<file path="config.mk">
export PLATFORM = sky130hd
export DESIGN_NAME = pesd_event_selector
export DESIGN_NICKNAME = d
export VERILOG_FILES = /design/src/hdl/pesd_event_selector.v
export VERILOG_INCLUDE_DIRS = /design/src /design/src/shared
export SDC_FILE = /design/constraint.sdc
export NUM_CORES = 1
export LEC_CHECK = 0
export BUFFER_PORTS_ARGS = -buffer_cell sky130_fd_sc_hd__buf_2
export CORE_ASPECT_RATIO = 1.4
export CORE_MARGIN = 2
export CORE_UTILIZATION = 55
export DETAILED_ROUTE_END_ITERATION = 8
export PLACE_DENSITY = 0.8
export RECOVER_POWER = 50
export SLEW_MARGIN = 10
export SYNTH_ARGS = -nofsm -noshare
export SYNTH_HDL_FRONTEND = slang
export SYNTH_SLANG_ARGS = --single-unit
</file>
<file path="constraint.sdc">
create_clock -name clk -period 6.37 [get_ports clk]
set_clock_uncertainty 0.05 [all_clocks]
set_input_delay 0.637 -clock clk [delete_from_list [all_inputs] [get_ports clk]]
set_output_delay 0.637 -clock clk [all_outputs]
set_load 0.01 [all_outputs]
</file>
<file path="src/shared/pesd_map.vh">
// pesd_map.vh: register map, field layout and event codes of the
// performance event selector.
// assumes: included by the selector and its checker; byte addresses, 32-bit words.
`ifndef PESD_MAP_VH
`define PESD_MAP_VH

// ----------------------------------------
// register offsets
// ----------------------------------------
`define PESD_OFF_CTRL 8'h00
`define PESD_OFF_COUNT 8'h04
`define PESD_OFF_BYTES 8'h08
`define PESD_OFF_STATUS 8'h0C

// ----------------------------------------
// control fields
// ----------------------------------------
`define PESD_CTRL_CODE_LSB 0
`define PESD_CTRL_CODE_MSB 7
`define PESD_CTRL_MASK_LSB 8
`define PESD_CTRL_MASK_MSB 15
`define PESD_CTRL_GRAN32_BIT 16
`define PESD_CTRL_RESET 32'h0000_0000

// ----------------------------------------
// status fields
// ----------------------------------------
`define PESD_STAT_GRAN32_BIT 0
`define PESD_STAT_OVERHEAD_BIT 1

// ----------------------------------------
// event codes
// ----------------------------------------
`define PESD_EV_INT_TAKEN 8'hCF
`define PESD_EV_DEC_EMPTY 8'hD0
`define PESD_EV_STALL_ANY 8'hD1
`define PESD_EV_STALL_FIRST 8'hD2
`define PESD_EV_STALL_LAST 8'hDA
`define PESD_EV_FPU_EXC 8'hDB
`define PESD_EV_BKPT_FIRST 8'hDC
`define PESD_EV_BKPT_LAST 8'hDF
`define PESD_EV_DRAM_ACC 8'hE0
`define PESD_EV_PAGE_TBL 8'hE1
`define PESD_EV_TURNAROUND 8'hE3

// ----------------------------------------
// qualifier masks with reserved bits removed
// ----------------------------------------
`define PESD_QM_FPU_VALID 8'h0F
`define PESD_QM_DRAM_VALID 8'hFF
`define PESD_QM_PTBL_VALID 8'h0F
`define PESD_QM_TURN_VALID 8'h3F

// ----------------------------------------
// timing and block sizes
// ----------------------------------------
`define PESD_BKPT_OVERHEAD_CYC 120
`define PESD_BLOCK_BYTES_64 8'h40
`define PESD_BLOCK_BYTES_32 8'h20

`endif

</file>
<file path="src/hdl/pesd_event_selector.v">
// pesd_event_selector.v: event selection and counting for core
// interrupt, dispatch, debug and dram controller events.
// assumes: all event strobes come from logic on clk, one bit per
// occurrence per cycle; software on the plain register port.

`timescale 1ns/1ps
`default_nettype none

`include "pesd_map.vh"

module pesd_event_selector
#(
    parameter CNT_W = 32,
    parameter ADDR_W = 8
)
(
    input wire clk,
    input wire resetn,
    input wire [ADDR_W-1:0] regAddr,
    input wire [31:0] regWdata,
    input wire regWrite,
    input wire regRead,
    output reg [31:0] regRdata,
    input wire hwIntTaken,
    input wire decoderEmpty,
    input wire [8:0] stallCause,
    input wire [3:0] fpuException,
    input wire [3:0] bkptMatch,
    input wire [3:0] bkptIsInstr,
    input wire [2:0] chanZeroPage,
    input wire [2:0] chanOnePage,
    input wire dramWriteReq,
    input wire dramReadReq,
    input wire dualChannel,
    input wire newPageReq,
    input wire pageTableFull,
    input wire staleEntryHit,
    input wire idleLimitInc,
    input wire idleLimitDec,
    input wire [5:0] turnaround,
    output reg closeOldestPage,
    output reg bkptOverheadStall,
    output wire [CNT_W-1:0] eventCount
);

// ----------------------------------------
// helpers
// ----------------------------------------
function [3:0] popCount8;
    input [7:0] v;
    integer i;
    begin
        popCount8 = 4'h0;
        for (i = 0; i < 8; i = i + 1)
        begin
            popCount8 = popCount8 + {3'b000, v[i]};
        end
    end
endfunction

function regHit;
    input [ADDR_W-1:0] a;
    input [7:0] off;
    begin
        regHit = (a == off[ADDR_W-1:0]);
    end
endfunction

// ----------------------------------------
// software registers
// ----------------------------------------
// control fields held as written; status shows the effective view
reg [7:0] eventCodeSelect;
reg [7:0] eventQualifierMask;
reg gran32Req;
reg [CNT_W-1:0] count;
reg [31:0] dramBytes;
reg [6:0] overheadLeft;

wire gran32Eff;
// 32-byte blocks only make sense with one channel populated
assign gran32Eff = gran32Req & ~dualChannel;

wire wrCtrl;
wire wrCount;
wire wrBytes;
assign wrCtrl = regWrite & regHit(regAddr, `PESD_OFF_CTRL);
assign wrCount = regWrite & regHit(regAddr, `PESD_OFF_COUNT);
assign wrBytes = regWrite & regHit(regAddr, `PESD_OFF_BYTES);

always @(posedge clk or negedge resetn)
begin
    if (!resetn)
    begin
        eventCodeSelect <= 8'h00;
        eventQualifierMask <= 8'h00;
        gran32Req <= 1'b0;
    end
    else if (wrCtrl)
    begin
        eventCodeSelect <= regWdata[`PESD_CTRL_CODE_MSB:`PESD_CTRL_CODE_LSB];
        eventQualifierMask <= regWdata[`PESD_CTRL_MASK_MSB:`PESD_CTRL_MASK_LSB];
        gran32Req <= regWdata[`PESD_CTRL_GRAN32_BIT];
    end
end

// ----------------------------------------
// page table overflow
// ----------------------------------------
wire pageOverflow;
// table full is a level, the new page request a pulse
assign pageOverflow = newPageReq & pageTableFull;

always @(posedge clk or negedge resetn)
begin
    if (!resetn)
    begin
        closeOldestPage <= 1'b0;
    end
    else
    begin
        // oldest entry closed speculatively, one cycle pulse
        closeOldestPage <= pageOverflow;
    end
end

// ----------------------------------------
// breakpoint overhead
// ----------------------------------------
wire instrBkptHit;
assign instrBkptHit = |(bkptMatch & bkptIsInstr);
// data breakpoint matches leave the pipe alone

always @(posedge clk or negedge resetn)
begin
    if (!resetn)
    begin
        overheadLeft <= 7'h00;
        bkptOverheadStall <= 1'b0;
    end
    else if (instrBkptHit)
    begin
        // a new match restarts the penalty window
        overheadLeft <= 7'd`PESD_BKPT_OVERHEAD_CYC - 7'd1;
        bkptOverheadStall <= 1'b1;
    end
    else if (overheadLeft != 7'h00)
    begin
        overheadLeft <= overheadLeft - 7'd1;
        bkptOverheadStall <= 1'b1;
    end
    else
    begin
        bkptOverheadStall <= 1'b0;
    end
end

// ----------------------------------------
// condition vectors
// ----------------------------------------
wire [7:0] dramVec;
wire [7:0] ptblVec;
wire [7:0] turnVec;
wire [7:0] fpuVec;
assign dramVec = {dramReadReq, dramWriteReq, chanOnePage, chanZeroPage};
assign ptblVec = {4'h0, idleLimitDec, idleLimitInc, staleEntryHit, pageOverflow};
assign turnVec = {2'b00, turnaround};
assign fpuVec = {4'h0, fpuException};

// code minus base gives the cause bit or breakpoint number
wire [7:0] stallIdx;
wire [7:0] bkptIdx;
assign stallIdx = eventCodeSelect - `PESD_EV_STALL_FIRST;
assign bkptIdx = eventCodeSelect - `PESD_EV_BKPT_FIRST;

// ----------------------------------------
// increment selection
// ----------------------------------------
// codes outside the decoded set, e2h included, count nothing
reg [3:0] next_inc;
reg dramSel;

always @*
begin
    next_inc = 4'h0;
    dramSel = 1'b0;
    case (eventCodeSelect)
        `PESD_EV_INT_TAKEN:
        begin
            // software interrupt instructions never reach this strobe
            next_inc = {3'b000, hwIntTaken};
        end
        `PESD_EV_DEC_EMPTY:
        begin
            next_inc = {3'b000, decoderEmpty};
        end
        `PESD_EV_STALL_ANY:
        begin
            // overlap of causes still adds one per cycle
            next_inc = {3'b000, |stallCause};
        end
        `PESD_EV_FPU_EXC:
        begin
            next_inc = popCount8(fpuVec & eventQualifierMask
                & `PESD_QM_FPU_VALID);
        end
        `PESD_EV_DRAM_ACC:
        begin
            next_inc = popCount8(dramVec & eventQualifierMask
                & `PESD_QM_DRAM_VALID);
            dramSel = 1'b1;
        end
        `PESD_EV_PAGE_TBL:
        begin
            next_inc = popCount8(ptblVec & eventQualifierMask
                & `PESD_QM_PTBL_VALID);
        end
        `PESD_EV_TURNAROUND:
        begin
            next_inc = popCount8(turnVec & eventQualifierMask
                & `PESD_QM_TURN_VALID);
        end
        default:
        begin
            if (eventCodeSelect >= `PESD_EV_STALL_FIRST
                && eventCodeSelect <= `PESD_EV_STALL_LAST)
            begin
                // one cause per code; far transfer drain never overlaps
                next_inc = {3'b000, stallCause[stallIdx[3:0]]};
            end
            else if (eventCodeSelect >= `PESD_EV_BKPT_FIRST
                && eventCodeSelect <= `PESD_EV_BKPT_LAST)
            begin
                // match counted whether or not the breakpoint is enabled
                next_inc = {3'b000, bkptMatch[bkptIdx[1:0]]};
            end
            else
            begin
                next_inc = 4'h0;
            end
        end
    endcase
end

// ----------------------------------------
// counters
// ----------------------------------------
// increment is at most eight per cycle, so four bits suffice
wire [7:0] blockBytes;
assign blockBytes = gran32Eff ? `PESD_BLOCK_BYTES_32 : `PESD_BLOCK_BYTES_64;

wire [3:0] pageBlocks;
wire [31:0] dramAdd;
// only page outcomes are real data blocks; request type bits tag them
assign pageBlocks = popCount8({2'b00, dramVec[5:0] & eventQualifierMask[5:0]});
// six blocks at most per cycle, so the 32-bit product never wraps
assign dramAdd = dramSel
    ? ({24'h00_0000, blockBytes} * {28'h000_0000, pageBlocks})
    : 32'h0000_0000;

always @(posedge clk or negedge resetn)
begin
    if (!resetn)
    begin
        count <= {CNT_W{1'b0}};
    end
    else if (wrCount)
    begin
        // software write loads, an event that cycle is dropped
        count <= regWdata[CNT_W-1:0];
    end
    else
    begin
        count <= count + {{(CNT_W-4){1'b0}}, next_inc};
    end
end

always @(posedge clk or negedge resetn)
begin
    if (!resetn)
    begin
        dramBytes <= 32'h0000_0000;
    end
    else if (wrBytes)
    begin
        dramBytes <= regWdata;
    end
    else
    begin
        dramBytes <= dramBytes + dramAdd;
    end
end

assign eventCount = count;

// ----------------------------------------
// read port
// ----------------------------------------
reg [31:0] next_rdata;
// unmapped offsets read zero; writes to them are dropped

always @*
begin
    next_rdata = 32'h0000_0000;
    if (regHit(regAddr, `PESD_OFF_CTRL))
    begin
        next_rdata[`PESD_CTRL_CODE_MSB:`PESD_CTRL_CODE_LSB] = eventCodeSelect;
        next_rdata[`PESD_CTRL_MASK_MSB:`PESD_CTRL_MASK_LSB] = eventQualifierMask;
        next_rdata[`PESD_CTRL_GRAN32_BIT] = gran32Req;
    end
    else if (regHit(regAddr, `PESD_OFF_COUNT))
    begin
        next_rdata = count[31:0];
    end
    else if (regHit(regAddr, `PESD_OFF_BYTES))
    begin
        next_rdata = dramBytes;
    end
    else if (regHit(regAddr, `PESD_OFF_STATUS))
    begin
        next_rdata[`PESD_STAT_GRAN32_BIT] = gran32Eff;
        next_rdata[`PESD_STAT_OVERHEAD_BIT] = bkptOverheadStall;
    end
    else
    begin
        next_rdata = 32'h0000_0000;
    end
end

always @(posedge clk or negedge resetn)
begin
    if (!resetn)
    begin
        regRdata <= 32'h0000_0000;
    end
    else if (regRead)
    begin
        regRdata <= next_rdata;
    end
    else
    begin
        // data stands only in the cycle after the strobe
        regRdata <= 32'h0000_0000;
    end
end

endmodule

`default_nettype wire

</file>
# ---- Word level (Yosys, flattened, before mapping)
# Index checks and enable logic that the tools add are counted.
dict set report op_classes {
  add_sub_neg 28
  multipliers 1
  n_lt_le_gt_ge 6
  n_eq_ne 10
  n_mux 22
  n_bitwise 12
  n_reduce_logical 7
}
# cell n
set ops {}
lappend ops {{$mux 32} 5}
lappend ops {{$eq 8x8->1 const B} 7}
lappend ops {{$add 32x11->32} 1}
lappend ops {{$add 32x4->32} 1}
lappend ops {{$add 4x1->4} 8}
lappend ops {{$pmux 4 s7} 1}
lappend ops {{$mux 7} 3}
lappend ops {{$add 3x1->4} 5}
lappend ops {{$mux 17} 1}
lappend ops {{$eq 8x4->1 const B} 2}
lappend ops {{$ge 8x8->1 const B} 2}
lappend ops {{$le 8x8->1 const B} 2}
lappend ops {{$add 2x1->3} 5}
lappend ops {{$mux 15} 1}
lappend ops {{$and 4x4->4} 3}
lappend ops {{$and 6x6->6} 2}
lappend ops {{$mul 7x4->11} 1}
lappend ops {{$mux 11} 1}
lappend ops {{$add 1x1->2} 5}
lappend ops {{$reduce_or 9->1} 1}
lappend ops {{$and 8x8->8} 1}
lappend ops {{$eq 8x3->1 const B} 1}
lappend ops {{$logic_not 8->1} 1}
lappend ops {{$mux 1} 7}
lappend ops {{other kinds (14)} 19}
dict set report word_totals {
  regBits 122
  output_inout_bits 66
  elab_cells 95
}

# ---- Logic depth before layout (Yosys ltp)
# Gate-level depths: netlist of run 1.
dict set report depth {
  word_depth 11
  depth_mapped 19
}

# ---- Worst setup path after synthesis of run 1
# Ideal clock, no wire load.
dict set report synth_timing {
  kind {input to register}
  startpoint {input chanZeroPage[0]}
  endpoint {register count[26], in the netlist eventCount[26]}
  setup_ps 77
  arrival_time_ps 4774
  path_slack_ps 1468
  cell_stages 16
  path_cell_list {nand2_1 -> fa_1 -> fa_1 -> fa_1 -> inv_1 -> ha_1 -> fa_1 -> a22oi_1 -> o21a_1 -> fa_1 -> nand2b_1 -> a21oi_1 -> clkbuf_1 -> nand4_1 -> xor2_1 -> a21oi_1}
}
dict set report synth_between {
  elab_chain_len 11
}
# element line_no
set synth_rtl {}
lappend synth_rtl {{from (decl)} pesd_event_selector.v:30} ;# input wire [2:0] chanZeroPage,
lappend synth_rtl {{$and 8x8->8} pesd_event_selector.v:209} ;# next_inc = popCount8(dramVec & eventQualifierMask
lappend synth_rtl {{$add 1x1->2} pesd_event_selector.v:56} ;# popCount8 = popCount8 + {3'b000, v[i]};
lappend synth_rtl {{$add 2x1->3} pesd_event_selector.v:56}
lappend synth_rtl {{$add 3x1->4} pesd_event_selector.v:56}
lappend synth_rtl {{$add 4x1->4 (4 in series)} pesd_event_selector.v:56}
lappend synth_rtl {{$pmux 4 s7} pesd_event_selector.v:187} ;# case (eventCodeSelect)
lappend synth_rtl {{$add 32x4->32} pesd_event_selector.v:274} ;# count <= count + {{(CNT_W-4){1'b0}}, next_inc};
lappend synth_rtl {{$mux 32} pesd_event_selector.v:267} ;# else if (wrCount)
lappend synth_rtl {{to (signal assigned)} pesd_event_selector.v:265} ;# count <= {CNT_W{1'b0}};
lappend synth_rtl {{to (signal assigned)} pesd_event_selector.v:270} ;# count <= regWdata[CNT_W-1:0];
lappend synth_rtl {{to (signal assigned)} pesd_event_selector.v:274}
lappend synth_rtl {{to (decl)} pesd_event_selector.v:76} ;# reg [CNT_W-1:0] count;
# No other way between the ends.
# A chain may end at the register's enable or synchronous reset.

# ---- Final worst setup path of run 1
dict set report layout_timing {
  startpoint {register eventQualifierMask[3]}
  endpoint {register count[24], in the netlist eventCount[24]}
}
dict set report layout_between {
  elab_chain_len 9
}
# element line_no
set layout_rtl {}
lappend layout_rtl {{from (decl)} pesd_event_selector.v:74} ;# reg [7:0] eventQualifierMask;
lappend layout_rtl {{from (signal assigned)} pesd_event_selector.v:102} ;# eventQualifierMask <= regWdata[`PESD_CTRL_MASK_MSB:`PESD_CTRL_MASK_LSB];
lappend layout_rtl {{$and 8x8->8} pesd_event_selector.v:209}
lappend layout_rtl {{$add 3x1->4} pesd_event_selector.v:56}
lappend layout_rtl {{$add 4x1->4 (4 in series)} pesd_event_selector.v:56}
lappend layout_rtl {{$pmux 4 s7 (*)} pesd_event_selector.v:187}
lappend layout_rtl {{$add 32x4->32 (*)} pesd_event_selector.v:274}
lappend layout_rtl {{$mux 32 (*)} pesd_event_selector.v:267}
# Mark *: on every way between the ends. The rest lies on a longest branch, timed or not.

==> impl_metrics.yaml, run 1 <==
route:
  routedWlPerCell_um: 18.6
  drt-total-wl_um: 20100
  drtIter0Drc: 524
  vias: 6607
  drcViolationCount: 0
  ant_nets: 0
  drtPass1Iterations: 6
  via_per_inst: 6.12
placed_design:
  place_congestion: 0.879
  pre_cts_ws_ns: 1.36
  dpl.hpwl_um: 14400
  io_buffers: 152
  placed_area_um2: 8080
floorplanning:
  start_util_pct: 56.3
  ios: 153
  num_rows: 49
  die_y_um: 140
  die_area_um2: 14100
  coreArea_um2: 12900
  die_w_um: 101
logic_synthesis:
  ys_seq_area_share_pct: 42.1
  synth_area_leader_cell: "dfrtp_1"
  synth_edf_count: 0
  synth_seq_cells: 122
  syn_area_per_cell_um2: 9.37
  ys.warnings.count: 0
  synth_top_cell_area_share_pct: 42.1
  async_flop_share_pct: 100
  ys.flop_type: "dfrtp_1"
  synth_cells: 773
  syn_area_um2: 7240
  ys_types: 65
  yosys-top-cells-area: "dfrtp_1 (42%), nor2_1 (5.6%), a21oi_1 (5.6%)"
sta:
  setup-tns-final_ns: 0
  min_period_ns: 4.84
  max_freq_mhz: 207
  period_share_pct: 75.9
  report.final.slew_viol_count: 125
  worst_slew_pin_slew_ns: 3.13
  slew_headroom_pct: -108
  worst_slack_ns: 1.53
  rsz0062_at_grt: "no"
  finalSetupViolCount: 0
  final_hold_viol_count: 0
layout:
  area_growth_pct: 18.2
  diodes: 0
  multi_input_area_um2: 3870
  final_layout_size_suffix_gt1_share_pct: 14.8
  final_common_cell: "dfrtp_1"
  final_cell_mix: "dfrtp_1 (122), nor2_1 (109), buf_2 (85)"
  nets: 1036
  ff_latch_area_um2: 3050
  fin_area_um2: 8560
  fill_cells: 1094
  post-route-util_pct: 66.5
power_and_ir_drop:
  leakage_nw: 3.97
  max-vdd-ir-drop_mv: 0.186
  fin_total_pwr_mw: 2.19
  power_density_nw_per_um2: 256
critical_path:
  cp_max_fo: 14
  criticalPathCategory: "reg -> reg"
  start_kind: "register"
  end_kind: "register"
  crit_required_ns: 6.65
  cp_data_arrival_time_ns: 5.12
global_route:
  use_met2_pct: 50.1
  grt_use_met3_pct: 6.58
  grt_max_degree: 65
  antenna_found_initial: 0
  grt.met1_usage_pct: 33.4
  grt_pass1_vias: 6520
  busiest_layer: "met2"
  grt_overflow: 0
  grt_usage_pct: 29.0
  grt_pass1_wl_um: 32000
flow_run:
  maxCapViolCount: 2
cts:
  tritoncts: "done"
  clk_latency_ns: 0.42
  clkTransAtPathRegs_ns: 0.06
  holdBufCountCts: 0
  cts_buffer_depth: 2
  cts_resized: 0
  htreeDepth: 4
  cts_buffers: 17
  clkSinkCount: 122
  post_cts_buffers: 0
  cts_root_buffer: "clkbuf_16"
run_status:
  violations: "max-capacitance violations, max-slew violations"
  status: "finished, violations left"
min_path:
  hp-class: "in -> reg"
## final timing paths
kind	startpoint	end	slack, ns	cells past startpoint
setup / recovery	eventQualifierMask[3]	eventCount[24]	1.53	16
hold / removal	regWdata[4]	eventCount[4]	0.41	2
setup reg to reg	eventQualifierMask[3]	eventCount[24]	1.53	16
hold reg to reg	dramBytes[0]	dramBytes[0]	0.44	1
max in group asynchronous	resetn	eventCount[1]	2.18	2
min in group asynchronous	resetn	regRdata[13]	1.21	1
## per-stage QoR
step,hold slack (ns),cells
3_3_place_gp,0.419,1047
3_5_place_dp,0.427,1047
5_1_grt,0.416,1079
2_1_floorplan,0.291,774
6_report,0.406,1079
4_1_cts,0.263,1079
## where the power goes
group	total (mW)	leakage, nW	internal, mW	switching, mW
sequential	0.929	1.61	0.841	0.0879
combinational	0.354	2.09	0.141	0.213
clock	0.912	0.274	0.549	0.363
## area by class of cell
| cell class | count | area share (%) |
|---|---|---|
| Multi-Input combinational cell | 572 | 45.3 |
| Sequential cell | 122 | 35.7 |
| Timing Repair Buffer | 158 | 8.41 |
| Clock buffer | 19 | 5.17 |
| Tap cell | 153 | 2.24 |
| Inverter | 42 | 1.84 |
| Clock inverter | 13 | 1.42 |
## worst max-delay path, stage by stage, from the launching register on
cell and delay, ns:
dfrtp_1 0.51, nand2_1 0.12, fa_1 0.52, fa_1 0.52, fa_1 0.52, inv_1 0.04
ha_1 0.20, fa_1 0.48, a22oi_1 0.08, o21a_1 0.23, fa_1 0.44, nand2b_1 0.18
a21oi_1 0.13, buf_4 0.25, nand4_1 0.13, xor2_1 0.19, a21oi_1 0.16
## registers in the layout, summed over array words and instances (netlist names)
name / count
dramBytes: 32
regRdata: 32
gran32Req: 1
bkptOverheadStall: 1
eventQualifierMask: 8
closeOldestPage: 1
overheadLeft: 7
eventCount: 32
eventCodeSelect: 8
## logic make-up (layout without fill, tap and decap cells)
family / after synthesis / count (layout) / synth area share, %
multiplexers: 34 / 34 / 5.73
AND/OR/NAND/NOR: 273 / 273 / 18.4
other: 1 / 2 / 0.0518
adder cells (fa/ha/maj): 36 / 36 / 7.56
flip-flops: 122 / 122 / 42.1
XOR/XNOR: 57 / 57 / 6.89
AO/OA/AOI/OAI: 170 / 170 / 14.8
buffers and inverters: 80 / 232 / 4.49
## synthesized netlist by cell type, types with 5 or more instances
| master | number |
|---|---|
| a21oi_1 | 81 |
| o21ai_0 | 8 |
| dfrtp_1 | 122 |
| and2_1 | 10 |
| o21ai_1 | 9 |
| nand4_1 | 21 |
| nand2_1 | 48 |
| ha_1 | 23 |
| a22oi_1 | 17 |
| nor2_1 | 109 |
| buf_2 | 11 |
| clkbuf_1 | 24 |
| fa_1 | 13 |
| o2111ai_1 | 11 |
| and3_1 | 10 |
| inv_1 | 41 |
| a211oi_1 | 6 |
| nor4_1 | 5 |
| nand3_1 | 24 |
| xor2_1 | 45 |
| a2111oi_0 | 6 |
| nor3_1 | 16 |
| a21boi_0 | 6 |
| mux2_1 | 26 |
| xnor2_1 | 12 |
## metal layers
metal  share of wire, %  vias to the layer above  wire length (um)
met5                  0                        -                 0
met1                 37                     3163              7450
met3                7.3                       82              1470
li1                   -                     3019                 -
met4                4.6                        0               926
met2                 51                      343             10300
Power figures use the tool's default switching activity.
==> run 2: changes to the inputs <==
Clock period 6.37 ns to 4.96 ns, I/O delays scaled along.
==> run 2 against run 1 <==
Compared with the run above: the run still ends with max-capacitance violations, max-slew violations left; die area stayed put; via count is 0.11% higher; largest cell class unchanged; routed wire length grew 0.68%.
==> impl_metrics.yaml, run 2 (synthesis results as in run 1) <==
floorplanning:
  num_rows: 49
  ios: 153
  die_area_um2: 14100
  start_util_pct: 56.3
  die_y_um: 140
  coreArea_um2: 12900
  die_w_um: 101
critical_path:
  cp_cell_sequence: "nand2_1 > fa_1 > fa_1 > fa_1 > inv_1 > ha_1 > fa_1 > a22oi_1 > o21a_1 > buf_4 > fa_1 > nand2b_1 > a21oi_1 > buf_6 > nand4_1 > xor2_1 > a21oi_1"
  slowest_delay_ns: 0.54
  critPathTopFamily: "adder cells"
  r2r-start: "eventQualifierMask[0]"
  r2r_end: "eventCount[24]"
  rr_worst_depth: 17
  rrSetupSlack_ns: 0.17
  criticalPathCategory: "reg -> reg"
  cp_max_fo: 13
  critPathSlowestCell: "fa_1"
  worst-path-stages: 17
  crit_required_ns: 5.24
  cpMostUsedCell: "fa_1"
  end_kind: "register"
  start_kind: "register"
  path_buf_inv: 3
  cp_data_arrival_time_ns: 5.07
layout:
  fill_cells: 1068
  area_growth_pct: 20.0
  final_common_cell: "dfrtp_1"
  diodes: 0
  final_layout_size_suffix_gt1_share_pct: 15.9
  layoutNonFillerInstCount: 1088
  final_cell_mix: "dfrtp_1 (122), nor2_1 (108), buf_2 (86)"
  nets: 1045
  fin_area_um2: 8700
route:
  vias: 6614
  drt-total-wl_um: 20300
  drtPass1Iterations: 5
  via_per_inst: 6.08
  ant_nets: 0
  routedWlPerCell_um: 18.6
  drtIter0Drc: 538
  drcViolationCount: 0
placed_design:
  placed_area_um2: 8140
  place_congestion: 0.900
  pre_cts_ws_ns: -0.235
  placedCellCount: 1055
  io_buffers: 152
  dpl.hpwl_um: 14300
sta:
  max_freq_mhz: 209
  rsz0062_at_grt: "no"
  worst_slack_ns: 0.171
  final_hold_viol_count: 0
  report.final.slew_viol_count: 125
  min_period_ns: 4.79
  period_share_pct: 96.6
  finalSetupViolCount: 0
  slew_headroom_pct: -52.2
  worst_slew_pin_slew_ns: 2.28
cts:
  htreeDepth: 4
  cts_root_buffer: "clkbuf_16"
  tritoncts: "done"
  clkSinkCount: 122
  clk_latency_ns: 0.42
  cts_buffers: 17
  cts_buffer_depth: 2
  clkTransAtPathRegs_ns: 0.06
global_route:
  grt_overflow: 0
  grt_pass1_vias: 6653
  grt_max_degree: 81
  grt_pass1_wl_um: 32400
  antenna_found_initial: 0
  grt_usage_pct: 29.4
power_and_ir_drop:
  max-vdd-ir-drop_mv: 0.220
  leakage_nw: 4.04
  power_density_nw_per_um2: 339
run_status:
  violations: "max-capacitance violations, max-slew violations"
  status: "finished, violations left"
flow_run:
  maxCapViolCount: 2
min_path:
  whs_path_depth: 2
  hold_end: "eventCount[0]"
  holdCritStartpoint: "regWdata[0]"
  hp-class: "in -> reg"
==> run 2: changes by cell type in the layout (fill, tap and decap cells not counted) <==
cell	before	now
clkinv_2	3	2
nor2_1	109	108
nor2_4	0	1
clkbuf_1	68	66
buf_2	85	86
buf_6	0	1
clkbuf_8	1	2
clkinv_4	5	4
buf_4	5	13
bufinv_16	1	3
==> run 2: worst max-delay path by stage <==
stage / from / end
after global routing: eventQualifierMask[0] / eventCount[24]
after global placement: chanZeroPage[0] / eventCount[31]
final: eventQualifierMask[0] / eventCount[24]
after detailed placement: chanZeroPage[0] / eventCount[23]
after CTS: eventQualifierMask[0] / eventCount[24]
after floorplan: chanZeroPage[0] / eventCount[26]
==> run 2: report_power, final <==
part	switching, mW	internal (mW)	total, mW
combinational	0.274	0.194	0.468
clock	0.470	0.820	1.29
sequential	0.106	1.08	1.19
total	0.850	2.09	2.94
==> run 2: timing repair <==
item | in CTS | in global routing
gates cloned | 0 | 0
hold buffers | 0 | 0
setup buffers | 0 | 1
setup endpoints to repair | 12 | 4
resized for setup | 1 | 2
pin swaps | 0 | 1
==> run 2: through the flow <==
stage          setup TNS (ns)  power (mW)  util [%]  hold slack [ns]
6_report                    0        2.94      67.5            0.272
3_3_place_gp            -2.91        1.64      63.3            0.419
5_1_grt                     0        3.06      67.5            0.273
3_5_place_dp            -2.62        1.66      63.3            0.427
4_1_cts                     0        2.95      68.1            0.251
2_1_floorplan               0        1.46         -            0.150
==> run 2: final cells by class <==
class	instances	area (um2)	area share, %
clock buffer	19	453	5.21
clock inverter	13	168	1.93
inverter	42	158	1.81
multi-input combinational	572	3880	44.6
sequential	122	3050	35.1
tap	153	191	2.20
timing repair buffer	167	792	9.11
==> run 2: per-layer routing <==
layer | up-vias | global-route usage, % | wire length (um)
met5 | - | 0 | 0
li1 | 3043 | - | -
met3 | 71 | 6.13 | 1460
met1 | 3169 | 34.9 | 7570
met2 | 331 | 50.7 | 10500
met4 | 0 | 13.1 | 765
==> run 3: changes to the inputs <==
Settings changed: BUFFER_PORTS_ARGS -buffer_cell sky130_fd_sc_hd__buf_2 to unset, DONT_BUFFER_PORTS set to 1, PLACE_DENSITY 0.8 to 0.7, RECOVER_POWER 50 to 100.
==> run 3 against run 2 <==
Compared with the run above: the run still ends with max-capacitance violations, max-slew violations left; cell count shrank 14%; critical endpoint unchanged; non-clock buffer count shrank 153; routed wire length shrank 0.71%; clock power is essentially flat; global-route usage grew 0.18 points; critical path type unchanged; sequential power is essentially flat.
==> impl_metrics.yaml, run 3 (synthesis results as in run 1) <==
run_status:
  status: "finished, violations left"
  violations: "max-capacitance violations, max-slew violations"
placed_design:
  placed_area_um2: 7350
  placedCellCount: 899
  io_buffers: 0
  dpl.hpwl_um: 14000
  place_congestion: 0.904
  pre_cts_ws_ns: -0.200
power_and_ir_drop:
  max-vdd-ir-drop_mv: 0.225
  leakage_nw: 3.63
  fin_total_pwr_mw: 2.90
  power_density_nw_per_um2: 362
sta:
  report.final.slew_viol_count: 181
  min_period_ns: 4.72
  finalSetupViolCount: 0
  worst_slew_pin_slew_ns: 3.07
  period_share_pct: 95.2
  worst_slack_ns: 0.238
  final_hold_viol_count: 0
  slew_headroom_pct: -104
  max_freq_mhz: 212
  rsz0062_at_grt: "no"
layout:
  layoutNonFillerInstCount: 935
  fill_cells: 1066
  final_cell_mix: "dfrtp_1 (122), nor2_1 (108), a21oi_1 (80)"
  nets: 892
  final_common_cell: "dfrtp_1"
  fin_area_um2: 8030
  area_growth_pct: 10.8
  diodes: 0
  final_layout_size_suffix_gt1_share_pct: 7.54
cts:
  cts_root_buffer: "clkbuf_16"
  cts_buffer_depth: 2
  clkSinkCount: 122
  tritoncts: "done"
  cts_buffers: 17
  htreeDepth: 4
  clkTransAtPathRegs_ns: 0.06
  clk_latency_ns: 0.43
critical_path:
  path_buf_inv: 3
  crit_start: "eventQualifierMask[0]"
  cpMostUsedCell: "fa_1"
  r2r-start: "eventQualifierMask[0]"
  worst-path-stages: 17
  slowest_delay_ns: 0.62
  start_kind: "register"
  crit_required_ns: 5.25
  rr_worst_depth: 17
  critPathTopFamily: "adder cells"
  criticalPathCategory: "reg -> reg"
  critPathSlowestCell: "fa_2"
  end_kind: "register"
  cp_data_arrival_time_ns: 5.01
  cp_cell_sequence: "nand2_1 > fa_2 > fa_1 > fa_1 > inv_1 > ha_1 > fa_1 > a22oi_1 > o21a_1 > clkbuf_1 > fa_1 > nand2b_4 > a21oi_4 > buf_6 > nand4_1 > xor2_1 > a21oi_1"
  cp_max_fo: 6
route:
  highest_layer: "met4"
  met3WireLength_um: 1730
  drt-met1-wl_um: 7210
  ant_nets: 0
  drtIter0Drc: 380
  routedWlPerCell_um: 21.5
  drt-total-wl_um: 20100
  drtPass1Iterations: 5
  met2_length_um: 10400
  vias: 5992
  drcViolationCount: 0
  via_per_inst: 6.41
floorplanning:
  die_w_um: 101
  die_y_um: 140
  die_area_um2: 14100
  start_util_pct: 56.3
  ios: 153
  num_rows: 49
  coreArea_um2: 12900
global_route:
  grt_max_degree: 123
  antenna_found_initial: 0
  grt_pass1_vias: 6267
  grt_pass1_wl_um: 32200
  grt_overflow: 0
  grt_usage_pct: 29.6
min_path:
  hp-class: "in -> reg"
  whs_path_depth: 1
  holdCritStartpoint: "regAddr[3]"
flow_run:
  maxCapViolCount: 2
==> run 3: changes by cell type in the layout (fill, tap and decap cells not counted), moves of 2 or more <==
cell      delta
o21ai_0      +4
buf_2       -86
nor4_1       +2
clkbuf_1    -64
buf_4        -4
nor4_2       -2
o21ai_1      -4
==> run 3: final timing paths <==
kind / endpoint / slack [ns]
max: eventCount[24] / 0.24
min: regRdata[11] / 0.14
max reg2reg: eventCount[24] / 0.24
min reg2reg: dramBytes[3] / 0.44
max in group asynchronous: eventCount[9] / 2.04
min in group asynchronous: closeOldestPage / 0.96
==> run 3: where the power goes <==
group | internal [mW] | total (mW) | leakage (nW) | switching [mW]
combinational | 0.153 | 0.386 | 1.72 | 0.233
clock | 0.834 | 1.32 | 0.299 | 0.483
sequential | 1.08 | 1.20 | 1.61 | 0.119
==> run 3: final cells by class <==
type                    instances  area (um2)  share of cell area [%]
repair buffers                 14         111                    1.39
well taps                     153         191                    2.39
multi-input cells             572        3880                    48.4
clock buffers                  20         467                    5.82
clock inverters                12         161                    2.01
flip-flops and latches        122        3050                    38.0
inverters                      42         158                    1.96
==> run 3: through the flow <==
| step | TNS (ns) | hold slack [ns] | util (%) |
|---|---|---|---|
| 3_3_place_gp | -1.40 | 0.156 | 57.1 |
| 6_report | 0 | 0.142 | 62.3 |
| 5_1_grt | 0 | 0.129 | 62.3 |
| 3_5_place_dp | -2.12 | 0.156 | 57.1 |
| 2_1_floorplan | 0 | 0.150 | - |
| 4_1_cts | 0 | 0.0135 | 62.2 |
==> run 3: layer usage <==
| layer | GRT usage, % | vias up |
|---|---|---|
| met5 | 0 | - |
| met4 | 15.3 | 0 |
| met3 | 9.39 | 58 |
| met2 | 49.2 | 297 |
| met1 | 33.7 | 2913 |
| li1 | - | 2724 |
==> run 3: repair_timing <==
item / CTS / global route
pin swaps: 0 / 0
buffers inserted: 0 / 2
cloned: 0 / 1
hold endpoints to repair: 122 / 0
hold buffers: 1 / 0
gates resized for setup: 1 / 8
endpoints found under the setup margin: 13 / 25
